## config.mk

```make
export PLATFORM = sky130hd
export DESIGN_NAME = cssrs_top
export DESIGN_NICKNAME = d
export VERILOG_FILES = /design/src/common/cssrs_pkg.sv /design/src/common/cssrs_upd_if.sv /design/src/core/cssrs_top.sv /design/src/core/cssrs_src_switch.sv /design/src/core/cssrs_reset_cause.sv
export SDC_FILE = /design/constraint.sdc
export NUM_CORES = 1
export LEC_CHECK = 0
export BUFFER_PORTS_ARGS = -buffer_cell sky130_fd_sc_hd__buf_2
export CORE_UTILIZATION = 60
export CTS_CLUSTER_DIAMETER = 150
export DETAILED_ROUTE_END_ITERATION = 8
export PLACE_DENSITY = 0.85
export RECOVER_POWER = 25
export SLEW_MARGIN = 15
export SYNTH_ARGS = -nofsm -noshare
export SYNTH_HDL_FRONTEND = slang
export SYNTH_HIERARCHICAL = 1
export SYNTH_SLANG_ARGS = --single-unit
```

## constraint.sdc

```tcl
create_clock -name pclk -period 6.72 [get_ports pclk]
set_clock_uncertainty 0.05 [all_clocks]
set_input_delay 2.016 -clock pclk [delete_from_list [all_inputs] [get_ports pclk]]
set_output_delay 2.016 -clock pclk [all_outputs]
set_load 0.03 [all_outputs]
```

## src/common/cssrs_pkg.sv

```systemverilog
// Constants and types shared by the clock source select and reset status block
package cssrs_pkg;
  // ----------------------------------------
  // Register byte addresses
  // ----------------------------------------
  localparam logic [31:0] ADDR_OSC_FREQ_CTRL = 32'h40048028;
  localparam logic [31:0] ADDR_OSC_UPD = 32'h40048030;
  localparam logic [31:0] ADDR_RST_CAUSE = 32'h40048038;
  localparam logic [31:0] ADDR_PLL_SEL = 32'h40048040;
  localparam logic [31:0] ADDR_PLL_UPD = 32'h40048044;
  localparam logic [31:0] ADDR_FINAL_SEL = 32'h40048048;
  localparam logic [31:0] ADDR_FINAL_UPD = 32'h4004804c;
  localparam logic [31:0] ADDR_PREPLL_SEL = 32'h40048050;
  localparam logic [31:0] ADDR_PREPLL_UPD = 32'h40048054;
  localparam logic [31:0] ADDR_RATIO = 32'h40048058;
  localparam logic [31:0] ADDR_IRQ_STATUS = 32'h400480f0;
  localparam logic [31:0] ADDR_IRQ_MASK = 32'h400480f4;
  // ----------------------------------------
  // Field positions and widths
  // ----------------------------------------
  localparam int OSC_DIRECT_BIT = 17;
  localparam int UPDATE_STROBE_BIT = 0;
  localparam int SEL_W = 2;
  localparam int RATIO_W = 8;
  localparam int RC_W = 5;
  localparam int RC_POR = 0;
  localparam int RC_PIN = 1;
  localparam int RC_WDT = 2;
  localparam int RC_BOD = 3;
  localparam int RC_SW = 4;
  localparam int IRQ_W = 5;
  localparam int IRQ_OSC = 0;
  localparam int IRQ_PLL = 1;
  localparam int IRQ_FINAL = 2;
  localparam int IRQ_PREPLL = 3;
  localparam int IRQ_RST = 4;
  // ----------------------------------------
  // Reset values and codes
  // ----------------------------------------
  localparam logic [1:0] SEL_RESET = 2'h0;
  localparam logic [1:0] SRC_OSC = 2'h0;
  localparam logic [1:0] SRC_EXT = 2'h1;
  localparam logic [1:0] SRC_WDOSC = 2'h2;
  localparam logic [1:0] SRC_OSC_HALF = 2'h3;
  localparam logic [1:0] FINAL_PREPLL = 2'h0;
  localparam logic [1:0] FINAL_PLL = 2'h1;
  localparam logic [7:0] RATIO_RESET = 8'h01;
  // ----------------------------------------
  // Timing
  // ----------------------------------------
  localparam int CLK_NS = 10;
  localparam int SWITCH_HOLD_NS = 20;
  localparam int SWITCH_HOLD_CYC = (SWITCH_HOLD_NS + CLK_NS - 1) / CLK_NS;
  typedef enum logic {CSSRS_IDLE, CSSRS_HOLD} cssrs_sw_state_e;
endpackage

```

## src/common/cssrs_upd_if.sv

```systemverilog
// Selection update handshake between register file and source switch
`timescale 1ns/1ps
interface cssrs_upd_if #(parameter int W = 2);
  logic [W-1:0] pending;
  logic strobe;
  logic [W-1:0] active;
  logic done;
  modport ctrl (output pending, output strobe, input active, input done);
  modport unit (input pending, input strobe, output active, output done);
endinterface

```

## src/core/cssrs_top.sv

```systemverilog
// Clock source select registers, update strobes, divider and reset status
`timescale 1ns/1ps
// Function
// - A low-to-high change of oscillator direct strobe applies new direct selection; zero keeps it.
// - Reset cause register records which sources caused reset, one flag each.
// - Flags: power-on bit 0, pin 1, watchdog 2, brown-out 3, software 4.
// - Writing one clears a reset cause flag; writing zero leaves it.
// - Power-on reset clears all other reset cause flags.
// - Source still asserted when power-on reset ends gets its flag set.
// - PLL input selector is 2 bits, reset 0, four oscillator/clock sources.
// - New PLL input selection applies only after its strobe goes low to high.
// - Final main selector 2 bits reset 0: pre-PLL, PLL, codes 2/3 none.
// - Final selector switches only when its strobe bit 0 rises.
// - Pre-PLL main selector is 2 bits, reset 0, four sources.
// - Pre-PLL selector adopts new source only when its strobe bit 0 rises.
// - System clock is main clock divided by ratio; zero stops it.
// - Ratio field 8 bits, reset 0x01, N divides by N, 0 disables.
module cssrs_top (
  // Clock and reset
  input wire logic pclk,
  input wire logic presetn,
  input wire logic ce,
  // APB slave
  input wire logic psel,
  input wire logic penable,
  input wire logic pwrite,
  input wire logic [31:0] paddr,
  input wire logic [31:0] pwdata,
  output logic [31:0] prdata,
  output logic pready,
  output logic pslverr,
  // Reset sources: pin, watchdog, brown-out, software
  input wire logic [3:0] reset_src,
  // Clock selections
  output logic osc_direct_sel,
  output logic [1:0] pll_src_sel,
  output logic [1:0] main_prepll_sel,
  output logic [1:0] main_final_sel,
  output logic main_clk_stopped,
  output logic sys_clk_en,
  // Interrupt
  output logic irq
);
  localparam int SW = cssrs_pkg::SEL_W;
  localparam int RW = cssrs_pkg::RATIO_W;
  localparam int IW = cssrs_pkg::IRQ_W;

  // ----------------------------------------
  // Registers
  // ----------------------------------------
  logic osc_direct_pend, next_osc_direct_pend;
  logic [3:0] strobe, next_strobe;
  logic [SW-1:0] pll_pend, next_pll_pend;
  logic [SW-1:0] final_pend, next_final_pend;
  logic [SW-1:0] prepll_pend, next_prepll_pend;
  logic [RW-1:0] ratio, next_ratio;
  logic [IW-1:0] irq_status, next_irq_status;
  logic [IW-1:0] irq_mask, next_irq_mask;
  logic [31:0] next_prdata;
  logic next_pready, next_pslverr, next_irq;
  logic [RW-1:0] div_cnt, next_div_cnt;
  logic next_sys_clk_en, next_main_clk_stopped;
  logic wr, access, rc_clear_we;
  logic [cssrs_pkg::RC_W-1:0] rc_flags;
  logic rc_event;
  logic [IW-1:0] events;

  cssrs_upd_if #(.W(1)) osc_if ();
  cssrs_upd_if #(.W(SW)) pll_if ();
  cssrs_upd_if #(.W(SW)) final_if ();
  cssrs_upd_if #(.W(SW)) prepll_if ();

  function automatic logic [31:0] sel_word(input logic [SW-1:0] v);
    sel_word = {30'h0, v};
  endfunction

  function automatic logic [31:0] bit_word(input logic v);
    bit_word = {31'h0, v};
  endfunction

  // ----------------------------------------
  // Register file and APB
  // ----------------------------------------
  always_comb
  begin
    access = psel && penable && !pready;
    wr = psel && penable && pready && pwrite;
    rc_clear_we = wr && paddr == cssrs_pkg::ADDR_RST_CAUSE;
    next_osc_direct_pend = osc_direct_pend;
    next_strobe = strobe;
    next_pll_pend = pll_pend;
    next_final_pend = final_pend;
    next_prepll_pend = prepll_pend;
    next_ratio = ratio;
    next_irq_mask = irq_mask;
    next_pready = access;
    next_pslverr = 1'b0;
    next_prdata = prdata;
    events = {rc_event, prepll_if.done, final_if.done, pll_if.done, osc_if.done};
    next_irq_status = irq_status;
    if (access)
    begin
      next_prdata = 32'h0;
      case (paddr)
        cssrs_pkg::ADDR_OSC_FREQ_CTRL:
          next_prdata[cssrs_pkg::OSC_DIRECT_BIT] = osc_direct_pend;
        cssrs_pkg::ADDR_OSC_UPD: next_prdata = bit_word(strobe[0]);
        cssrs_pkg::ADDR_RST_CAUSE: next_prdata = {27'h0, rc_flags};
        cssrs_pkg::ADDR_PLL_SEL: next_prdata = sel_word(pll_pend);
        cssrs_pkg::ADDR_PLL_UPD: next_prdata = bit_word(strobe[1]);
        cssrs_pkg::ADDR_FINAL_SEL: next_prdata = sel_word(final_pend);
        cssrs_pkg::ADDR_FINAL_UPD: next_prdata = bit_word(strobe[2]);
        cssrs_pkg::ADDR_PREPLL_SEL: next_prdata = sel_word(prepll_pend);
        cssrs_pkg::ADDR_PREPLL_UPD: next_prdata = bit_word(strobe[3]);
        cssrs_pkg::ADDR_RATIO: next_prdata = {24'h0, ratio};
        cssrs_pkg::ADDR_IRQ_STATUS: next_prdata = {27'h0, irq_status};
        cssrs_pkg::ADDR_IRQ_MASK: next_prdata = {27'h0, irq_mask};
        default: next_pslverr = 1'b1;
      endcase
    end
    if (wr)
    begin
      case (paddr)
        cssrs_pkg::ADDR_OSC_FREQ_CTRL:
          next_osc_direct_pend = pwdata[cssrs_pkg::OSC_DIRECT_BIT];
        cssrs_pkg::ADDR_OSC_UPD:
          next_strobe[0] = pwdata[cssrs_pkg::UPDATE_STROBE_BIT];
        cssrs_pkg::ADDR_PLL_SEL: next_pll_pend = pwdata[SW-1:0];
        cssrs_pkg::ADDR_PLL_UPD:
          next_strobe[1] = pwdata[cssrs_pkg::UPDATE_STROBE_BIT];
        cssrs_pkg::ADDR_FINAL_SEL: next_final_pend = pwdata[SW-1:0];
        cssrs_pkg::ADDR_FINAL_UPD:
          next_strobe[2] = pwdata[cssrs_pkg::UPDATE_STROBE_BIT];
        cssrs_pkg::ADDR_PREPLL_SEL: next_prepll_pend = pwdata[SW-1:0];
        cssrs_pkg::ADDR_PREPLL_UPD:
          next_strobe[3] = pwdata[cssrs_pkg::UPDATE_STROBE_BIT];
        cssrs_pkg::ADDR_RATIO: next_ratio = pwdata[RW-1:0];
        cssrs_pkg::ADDR_IRQ_STATUS: next_irq_status = irq_status & ~pwdata[IW-1:0];
        cssrs_pkg::ADDR_IRQ_MASK: next_irq_mask = pwdata[IW-1:0];
        default:
        begin
        end
      endcase
    end
    next_irq_status = next_irq_status | events;
    next_irq = |(next_irq_status & next_irq_mask);
  end

  always_ff @(posedge pclk or negedge presetn)
  begin
    if (!presetn)
    begin
      osc_direct_pend <= 1'b0;
      strobe <= 4'h0;
      pll_pend <= cssrs_pkg::SEL_RESET;
      final_pend <= cssrs_pkg::SEL_RESET;
      prepll_pend <= cssrs_pkg::SEL_RESET;
      ratio <= cssrs_pkg::RATIO_RESET;
      irq_status <= '0;
      irq_mask <= '0;
      prdata <= 32'h0;
      pready <= 1'b0;
      pslverr <= 1'b0;
      irq <= 1'b0;
    end
    else if (ce)
    begin
      osc_direct_pend <= next_osc_direct_pend;
      strobe <= next_strobe;
      pll_pend <= next_pll_pend;
      final_pend <= next_final_pend;
      prepll_pend <= next_prepll_pend;
      ratio <= next_ratio;
      irq_status <= next_irq_status;
      irq_mask <= next_irq_mask;
      prdata <= next_prdata;
      pready <= next_pready;
      pslverr <= next_pslverr;
      irq <= next_irq;
    end
  end

  // ----------------------------------------
  // Source switches
  // ----------------------------------------
  assign osc_if.pending = osc_direct_pend;
  assign osc_if.strobe = strobe[0];
  assign pll_if.pending = pll_pend;
  assign pll_if.strobe = strobe[1];
  assign final_if.pending = final_pend;
  assign final_if.strobe = strobe[2];
  assign prepll_if.pending = prepll_pend;
  assign prepll_if.strobe = strobe[3];

  cssrs_src_switch #(.W(1), .RESET_SEL(1'b0)) u_osc_sw (
    .pclk(pclk), .presetn(presetn), .ce(ce), .u(osc_if.unit));
  cssrs_src_switch #(.W(SW), .RESET_SEL(cssrs_pkg::SEL_RESET)) u_pll_sw (
    .pclk(pclk), .presetn(presetn), .ce(ce), .u(pll_if.unit));
  cssrs_src_switch #(.W(SW), .RESET_SEL(cssrs_pkg::SEL_RESET)) u_final_sw (
    .pclk(pclk), .presetn(presetn), .ce(ce), .u(final_if.unit));
  cssrs_src_switch #(.W(SW), .RESET_SEL(cssrs_pkg::SEL_RESET)) u_prepll_sw (
    .pclk(pclk), .presetn(presetn), .ce(ce), .u(prepll_if.unit));

  assign osc_direct_sel = osc_if.active;
  assign pll_src_sel = pll_if.active;
  assign main_final_sel = final_if.active;
  assign main_prepll_sel = prepll_if.active;

  // ----------------------------------------
  // Reset cause
  // ----------------------------------------
  cssrs_reset_cause u_rc (
    .pclk(pclk),
    .presetn(presetn),
    .ce(ce),
    .src_async(reset_src),
    .clear_we(rc_clear_we),
    .clear_bits(pwdata[cssrs_pkg::RC_W-1:0]),
    .flags(rc_flags),
    .new_event(rc_event)
  );

  // ----------------------------------------
  // System clock divider
  // ----------------------------------------
  always_comb
  begin
    next_main_clk_stopped = !(final_if.active == cssrs_pkg::FINAL_PREPLL ||
      final_if.active == cssrs_pkg::FINAL_PLL);
    next_div_cnt = div_cnt;
    next_sys_clk_en = 1'b0;
    if (ratio == 8'h00 || next_main_clk_stopped)
    begin
      next_div_cnt = 8'h00;
    end
    else if (div_cnt >= ratio - 8'h01)
    begin
      next_div_cnt = 8'h00;
      next_sys_clk_en = 1'b1;
    end
    else
    begin
      next_div_cnt = div_cnt + 8'h01;
    end
  end

  always_ff @(posedge pclk or negedge presetn)
  begin
    if (!presetn)
    begin
      div_cnt <= 8'h00;
      sys_clk_en <= 1'b0;
      main_clk_stopped <= 1'b0;
    end
    else if (ce)
    begin
      div_cnt <= next_div_cnt;
      sys_clk_en <= next_sys_clk_en;
      main_clk_stopped <= next_main_clk_stopped;
    end
  end

  // ----------------------------------------
  // Checks
  // ----------------------------------------
  property p_ratio_zero;
    @(posedge pclk) disable iff (!presetn)
    (ratio == 8'h00) [*2] |-> !sys_clk_en;
  endproperty
  a_ratio_zero: assert property (p_ratio_zero)
    else $error("System clock enable active with ratio zero");

  property p_ratio_three;
    @(posedge pclk) disable iff (!presetn || !ce)
    (ce && sys_clk_en && ratio == 8'h03 && !main_clk_stopped) [*1] ##1
      (ce && ratio == 8'h03 && !main_clk_stopped) [*3]
      |-> !$past(sys_clk_en, 1) && !$past(sys_clk_en, 2) && sys_clk_en;
  endproperty
  a_ratio_three: assert property (p_ratio_three)
    else $error("Divide by three produced wrong enable spacing");

  property p_irq_level;
    @(posedge pclk) disable iff (!presetn)
    ##1 (irq == |($past(next_irq_status) & $past(next_irq_mask)) || !$past(ce));
  endproperty
  a_irq_level: assert property (p_irq_level)
    else $error("Interrupt output disagrees with status and mask");

  property p_unmapped;
    @(posedge pclk) disable iff (!presetn)
    (ce && access && paddr == 32'h40048034) |=> (pready && pslverr && prdata == 32'h0);
  endproperty
  a_unmapped: assert property (p_unmapped)
    else $error("Unmapped address not answered with an error");

  property p_zero_no_switch;
    @(posedge pclk) disable iff (!presetn)
    (ce && wr && paddr == cssrs_pkg::ADDR_PLL_UPD && !pwdata[0] && !strobe[1]
      && pll_src_sel == $past(pll_src_sel)) ##1 (!strobe[1] && !pll_if.done) [*6]
      |-> pll_src_sel == $past(pll_src_sel, 6);
  endproperty
  a_zero_no_switch: assert property (p_zero_no_switch)
    else $error("PLL source changed without a strobe rise");

  property p_final_zero;
    @(posedge pclk) disable iff (!presetn)
    (main_final_sel != $past(main_final_sel)) |-> final_if.done;
  endproperty
  a_final_zero: assert property (p_final_zero)
    else $error("Final main selection changed outside an update");

  property p_stopped;
    @(posedge pclk) disable iff (!presetn || !ce)
    (main_final_sel[1] && $past(main_final_sel[1])) |-> ##1 (main_clk_stopped || !ce);
  endproperty
  a_stopped: assert property (p_stopped)
    else $error("Main clock not stopped for selector codes two and three");

  property p_stop_gate;
    @(posedge pclk) disable iff (!presetn)
    main_clk_stopped |-> !sys_clk_en;
  endproperty
  a_stop_gate: assert property (p_stop_gate)
    else $error("System clock enable active while main clock stopped");

  property p_cause_reserved;
    @(posedge pclk) disable iff (!presetn)
    (ce && access && paddr == cssrs_pkg::ADDR_RST_CAUSE) |=> (prdata[31:5] == 27'h0);
  endproperty
  a_cause_reserved: assert property (p_cause_reserved)
    else $error("Reserved reset cause bits read nonzero");

  property p_pready_pulse;
    @(posedge pclk) disable iff (!presetn)
    (ce && pready) |=> !pready;
  endproperty
  a_pready_pulse: assert property (p_pready_pulse)
    else $error("Ready held longer than one cycle");

endmodule // cssrs_top

```

## src/core/cssrs_src_switch.sv

```systemverilog
// Strobe-triggered glitch-safe source switch
`timescale 1ns/1ps
module cssrs_src_switch #(
  parameter int W = 2,
  parameter logic [W-1:0] RESET_SEL = '0
) (
  // Clock and reset
  input wire logic pclk,
  input wire logic presetn,
  input wire logic ce,
  // Update handshake
  cssrs_upd_if.unit u
);
  localparam int HOLD = cssrs_pkg::SWITCH_HOLD_CYC;
  localparam logic [3:0] HOLD_LAST = 4'(HOLD - 1);

  cssrs_pkg::cssrs_sw_state_e state, next_state;
  logic strobe_q, next_strobe_q;
  logic [W-1:0] shadow, next_shadow;
  logic [W-1:0] active, next_active;
  logic done, next_done;
  logic [3:0] cnt, next_cnt;

  // ----------------------------------------
  // Next state
  // ----------------------------------------
  always_comb
  begin
    next_state = state;
    next_strobe_q = u.strobe;
    next_shadow = shadow;
    next_active = active;
    next_done = 1'b0;
    next_cnt = cnt;
    case (state)
      cssrs_pkg::CSSRS_IDLE:
      begin
        if (u.strobe && !strobe_q)
        begin
          next_shadow = u.pending;
          next_cnt = 4'h0;
          next_state = cssrs_pkg::CSSRS_HOLD;
        end
      end
      cssrs_pkg::CSSRS_HOLD:
      begin
        if (cnt == HOLD_LAST)
        begin
          next_active = shadow;
          next_done = 1'b1;
          next_state = cssrs_pkg::CSSRS_IDLE;
        end
        else
        begin
          next_cnt = cnt + 4'h1;
        end
      end
      default:
      begin
        next_state = cssrs_pkg::CSSRS_IDLE;
      end
    endcase
  end

  always_ff @(posedge pclk or negedge presetn)
  begin
    if (!presetn)
    begin
      state <= cssrs_pkg::CSSRS_IDLE;
      strobe_q <= 1'b0;
      shadow <= RESET_SEL;
      active <= RESET_SEL;
      done <= 1'b0;
      cnt <= 4'h0;
    end
    else if (ce)
    begin
      state <= next_state;
      strobe_q <= next_strobe_q;
      shadow <= next_shadow;
      active <= next_active;
      done <= next_done;
      cnt <= next_cnt;
    end
  end

  assign u.active = active;
  assign u.done = done;

  // ----------------------------------------
  // Checks
  // ----------------------------------------
  property p_only_on_done;
    @(posedge pclk) disable iff (!presetn)
    (active != $past(active)) |-> done;
  endproperty
  a_only_on_done: assert property (p_only_on_done)
    else $error("Active source changed without a completed update");

  property p_rise_applies;
    @(posedge pclk) disable iff (!presetn || !ce)
    (ce && u.strobe && !strobe_q && state == cssrs_pkg::CSSRS_IDLE) ##1 ce [*2]
      |=> (done && active == $past(u.pending, 3));
  endproperty
  a_rise_applies: assert property (p_rise_applies)
    else $error("Strobe rise did not apply the pending source in time");

endmodule // cssrs_src_switch

```

## src/core/cssrs_reset_cause.sv

```systemverilog
// Reset cause flags with synchronised source inputs
`timescale 1ns/1ps
module cssrs_reset_cause (
  // Clock and reset
  input wire logic pclk,
  input wire logic presetn,
  input wire logic ce,
  // Reset source levels, asynchronous, active high
  input wire logic [3:0] src_async,
  // Software clear
  input wire logic clear_we,
  input wire logic [cssrs_pkg::RC_W-1:0] clear_bits,
  // Status
  output logic [cssrs_pkg::RC_W-1:0] flags,
  output logic new_event
);
  logic [3:0] sync1, sync2, prev;
  logic por_seen, next_por_seen;
  logic [cssrs_pkg::RC_W-1:0] next_flags, set_bits;
  logic next_new_event;

  // ----------------------------------------
  // Flag update
  // ----------------------------------------
  always_comb
  begin
    set_bits = {sync2 & ~prev, ~por_seen};
    next_por_seen = 1'b1;
    next_flags = flags;
    if (clear_we)
    begin
      next_flags = next_flags & ~clear_bits;
    end
    next_flags = next_flags | set_bits;
    next_new_event = |set_bits;
  end

  always_ff @(posedge pclk or negedge presetn)
  begin
    if (!presetn)
    begin
      sync1 <= 4'h0;
      sync2 <= 4'h0;
      prev <= 4'h0;
      por_seen <= 1'b0;
      flags <= '0;
      new_event <= 1'b0;
    end
    else if (ce)
    begin
      sync1 <= src_async;
      sync2 <= sync1;
      prev <= sync2;
      por_seen <= next_por_seen;
      flags <= next_flags;
      new_event <= next_new_event;
    end
  end

  // ----------------------------------------
  // Checks
  // ----------------------------------------
  property p_set_wins;
    @(posedge pclk) disable iff (!presetn)
    (ce && (sync2[0] && !prev[0])) |=> flags[cssrs_pkg::RC_PIN];
  endproperty
  a_set_wins: assert property (p_set_wins)
    else $error("Pin reset event not recorded");

  property p_clear;
    @(posedge pclk) disable iff (!presetn)
    (ce && clear_we && clear_bits[cssrs_pkg::RC_BOD] && !(sync2[2] && !prev[2]))
      |=> !flags[cssrs_pkg::RC_BOD];
  endproperty
  a_clear: assert property (p_clear)
    else $error("Brown-out flag not cleared by a one");

  property p_zero_keeps;
    @(posedge pclk) disable iff (!presetn)
    (ce && flags[cssrs_pkg::RC_WDT] && !(clear_we && clear_bits[cssrs_pkg::RC_WDT]))
      |=> flags[cssrs_pkg::RC_WDT];
  endproperty
  a_zero_keeps: assert property (p_zero_keeps)
    else $error("Watchdog flag lost without a clear");

endmodule // cssrs_reset_cause

```

Word level (Yosys, flattened, before mapping)
Index checks and enable logic that the tools add are counted.
- bits in registers: 121
- output and inout port bits: 44
- word-level logic and storage cells: 182
- add/sub/neg operators: 6
- $lt $le $gt $ge: 1
- equality and inequality tests: 25
- mux-type cells: 45
- bitwise operators: 13
- reduce and logical (&&, ||, !) cells: 44
- operators with widths (cell ; count):
    $eq A32 B31 Y1 const B ; 12
    $pmux W8 S11 ; 1
    $reduce_and A3 Y1 ; 21
    $mux W4 ; 8
    $pmux W4 S2 ; 4
    $mux W5 ; 5
    $mux W1 ; 21
    $add A4 B1 Y4 const B ; 4
    $eq A4 B1 Y1 const B ; 4
    $mux W8 ; 2
    $and A5 B5 Y5 ; 3
    $reduce_or A12 Y1 ; 1
    $or A5 B5 Y5 ; 2
    $reduce_or A5 Y1 ; 2
    $logic_and A1 B1 Y1 ; 9
    $add A8 B1 Y8 const B ; 1
    $ge A8 B8 Y1 ; 1
    $logic_not A8 Y1 ; 1
    $ne A2 B1 Y1 const B ; 4
    $ne A2 B2 Y1 const B ; 4
    $pmux W1 S2 ; 4
    $sub A8 B1 Y8 const B ; 1
    $logic_not A1 Y1 ; 6
    $not A1 Y1 ; 5
    7 further kinds ; 8

Longest topological paths before layout
- word-level depth: 7
- gate-level depth with buffers: 10
- mapped depth without buffers: 10

Modules after synthesis
The synthesis kept the hierarchy.
- modules (own cells, without submodules) (module ; instances ; cells each ; area an instance (sq um)):
    cssrs_top ; 1 ; 337 ; 3423.3
    cssrs_src_switch at u_final_sw ... ; 3 ; 46 ; 538.0
    cssrs_reset_cause ; 1 ; 55 ; 820.8
    cssrs_src_switch at u_osc_sw ; 1 ; 41 ; 469.2

Least setup slack after synthesis
No wires, ideal clock.
- kind: input to register
- start: input paddr[10]
- end: register ratio[1]
- library setup time: 0.125 ns
- arrival: 3.636 ns
- data required time: 6.545 ns
- slack: 2.909 ns
- stages: 7
- path buffers: 1
- cells stage by stage: nor4_1 > nand4_1 > nor4b_4 > and2_1 > buf_4 > nand3_4 > mux2_4
- longest elaborated chain between the ends: 2
- RTL lines (item ; line ; text):
    start: declaration ; cssrs_top.sv:27 ; input wire logic [31:0] paddr,
    $eq A32 B31 Y1 ; cssrs_top.sv:123 ; case (paddr)
    $reduce_and A3 Y1 (no source line) ; n/a ;
    end signal: assignment ; cssrs_top.sv:158 ; ratio <= cssrs_pkg::RATIO_RESET;
    end signal: assignment ; cssrs_top.sv:173 ; ratio <= next_ratio;
    end: declaration ; cssrs_top.sv:56 ; logic [RW-1:0] ratio, next_ratio;
No other way between the ends.
A chain may end at the register's enable or synchronous reset.

==> results by group <==
CTS
  – Total clock buffers created by CTS: 9
  – Hold buffer count at CTS: 0
  – CTS tree: built
  – Deepest clock path buffer count: 2
  – Clk root buf: clkbuf_8
  – Clk Latency, worst-skew pair: 390 ps
  – CTS clk-pin slew, worst paths: 100 ps
  – Sink Count: 112
  – CTS HTree Levels: 3
  – Post-CTS Setup Inserts: 0
  – PostCTS Resize Cnt: 0

Worst setup path
  – Critical-path top delay cell: clkbuf_1
  – Setup crit start kind: input port
  – CP max stage delay: 2200 ps
  – Crit path kind: input port to async pin
  – Worst setup EP type: async pin
  – Worst EP required: 7150 ps
  – Sum of buffers and inverters on the critical path: 2
  – Crit path max-delay family: buffers and inverters
  – Critical path arrival: 5090 ps
  – CP Cell Sequence: clkbuf_1 -> buf_4
  – Max Fanout on Critical Path: 62

Routing
  – Drt wl/cell: 17.1 um
  – M1 WL: 5.61 mm
  – Met2 wire len: 6.79 mm
  – Post-DRT Antenna Nets: 0
  – Residual DRC count: 0
  – DR vias/cell: 6.02
  – Vias post-DR: 4684
  – WL met3: 671 um
  – Total wire length after detailed routing: 13.3 mm
  – Top sig layer: met4
  – DR iter-0 viols: 356
  – Total iterations of the first detailed-routing run: 8

Floorplanning
  – Die height: 105 um
  – DIE AREA: 0.0110 mm2
  – Row count: 37
  – CORE AREA: 0.0103 mm2
  – Initial Util: 0.616
  – Ports: 118
  – Chip width: 105 um

Timing
  – Hold Violations, Final: 0
  – Setup TNS: 0 ps
  – Fin. max-slew vios: 63
  – Min Clock Period, post-route: 4660 ps
  – RSZ-0062 raised after global routing: no
  – F_max: 214 MHz
  – Endpoints failing setup: 0
  – Final Cycle Share: 0.694
  – Relative slew margins: -1.13
  – Measured slew at the worst slew-check pin: 3190 ps

Power
  – Max VDD drop: 0.172 mV
  – LEAKAGE: 3.25 nW
  – Power Dens Cells: 217 mW/mm2

Logic synthesis
  – Synthesized area: 0.00633 mm2
  – Top-count cell post-synth: dfrtp_1
  – Synth cell types: 78
  – Top FF cell, synth: dfrtp_1
  – Ranking of synthesized cells by area: dfrtp_1 (44%), mux2_2 (7.7%), ha_1 (3.8%)
  – Async S/R FF share, synth: 1.00
  – Register area share after synthesis: 0.443
  – Area share of the largest cell type after synthesis: 0.439
  – Cells after Synth: 571
  – Synth warn: 6
  – #FFs+latches synth: 112
  – Post-synth top cells: dfrtp_1 (111), mux2_2 (43), nand2_1 (40)
  – Post-synth EDFFs: 0
  – Synth Area per Inst: 11.1 um2
  – Biggest area consumer among synthesized cells: dfrtp_1

Final layout
  – Register area: 0.00280 mm2
  – Final net count: 730
  – Post-route cell area: 0.00685 mm2
  – Layout area overhead: 8.25%
  – Footprint of the multi-input gates: 0.00319 mm2
  – Number of fill cells in the layout: 797
  – Share of cells above drive strength 1: 0.279
  – Utilization after layout: 0.666
  – ANT cells: 0

Global routing
  – Largest net degree at the start of global routing: 63
  – GRT overflow: 0
  – Gr usage total: 0.255
  – Vias in the first global route: 4633
  – Initial antenna violation count: 0
  – First-pass GRT wire length: 22.3 mm

Place
  – IO Port Bufs: 71
  – Placed cell area: 0.00666 mm2
  – RD Place Congestion: 0.897
  – Final HPWL DP: 9.65 mm

Outcome
  – Failing checks: max-capacitance violations, max-slew violations
  – Status: complete, but fails checks

Job
  – Max-Cap Viols: 1

Min path
  – Tightest Hold Check Type: flip-flop to flip-flop
-- cells by family (layout without fill, tap and decap cells) --
group | Yosys count | in the layout | share of synthesized area
other | 1 | 23 | 0.000593
XOR/XNOR | 11 | 11 | 0.0152
AND/OR/NAND/NOR | 182 | 182 | 0.191
buffers and inverters | 72 | 121 | 0.0664
multiplexers | 63 | 63 | 0.119
AO/OA/AOI/OAI | 111 | 111 | 0.127
flip-flops | 112 | 112 | 0.443
adder cells (fa/ha/maj) | 19 | 19 | 0.0376
-- layer usage --
| layer | up-vias | GRT usage |
|---|---|---|
| met4 | 0 | 0.0905 |
| met2 | 169 | 0.430 |
| li1 | 2195 | - |
| met5 | - | 0 |
| met3 | 25 | 0.0474 |
| met1 | 2295 | 0.329 |
-- worst paths after layout --
check                      cells after the start                end  slack [ps]      start
setup / recovery                               2  pll_if.pending[0]        2060    presetn
max in group pclk                              7           ratio[6]        2350  paddr[14]
min in group asynchronous                      1         div_cnt[6]        2620    presetn
hold / removal                                 2          prdata[3]         430  prdata[3]
setup reg to reg                               8         div_cnt[5]        3680   ratio[2]
hold reg to reg                                2          prdata[3]         430  prdata[3]
-- area by class of cell --
cell class,count,share of cell area
Clock buffer,10,0.0201
Sequential cell,112,0.409
Timing Repair Buffer,76,0.0572
Inverter,29,0.0159
Clock inverter,6,0.00749
Tap cell,136,0.0248
Multi-Input combinational cell,409,0.465
-- per-stage QoR --
stage                     hold WS [ps]  setup slack [ps]  instances  total power [mW]
after floorplan                    386              2910        593              1.04
after global placement             411              2060        762              1.08
after detailed placement           414              1980        762              1.11
after CTS                          437              2410        778              1.50
after global routing               459              1370        778              1.57
final                              430              2060        778              1.49
-- power breakdown --
part	internal, mW	switching, mW	total [mW]
registers	0.740	0.0902	0.830
clock network	0.150	0.240	0.390
logic	0.117	0.151	0.268
total	1.01	0.481	1.49
-- tightest hold or removal path: stages, from the launching register on --
cell	delay, ps
dfrtp_1	350
nand2_1	50
o21ai_0	60
-- cells in the final DEF, fill, tap and decap left out, types with 5 or more instances in the layout --
cell | synthesis | routed
clkbuf_8 | 0 | 10
or4_1 | 7 | 7
o211ai_1 | 14 | 14
o21ai_0 | 21 | 21
nand2_1 | 40 | 40
and3_1 | 12 | 12
nand4_1 | 8 | 8
a22o_1 | 10 | 10
a21o_1 | 5 | 5
a21oi_1 | 10 | 10
dfrtp_1 | 111 | 111
mux2_2 | 43 | 43
nand3_1 | 24 | 24
buf_2 | 5 | 70
o2111ai_1 | 7 | 7
nor2b_1 | 5 | 5
conb_1 | 1 | 23
nor4_1 | 6 | 6
ha_1 | 19 | 19
xnor2_1 | 6 | 6
xor2_1 | 5 | 5
mux2i_1 | 5 | 5
mux2_4 | 14 | 14
o21ai_1 | 7 | 7
nor2_1 | 15 | 15
buf_4 | 24 | 5
nor3_1 | 7 | 7
or3_1 | 6 | 6
inv_1 | 28 | 28
-- registers in the layout (all words and copies together) (netlist names), 4 cells and up --
name / flops
u_rc/sync1: 4
u_pll_sw/cnt: 4
strobe: 4
u_osc_sw/cnt: 4
div_cnt: 8
u_final_sw/cnt: 4
irq_mask: 5
prdata: 9
ratio: 8
u_rc/sync2: 4
u_prepll_sw/cnt: 4
u_rc/prev: 4
irq_status: 5
u_rc/flags: 5
Power figures use the tool's default switching activity.
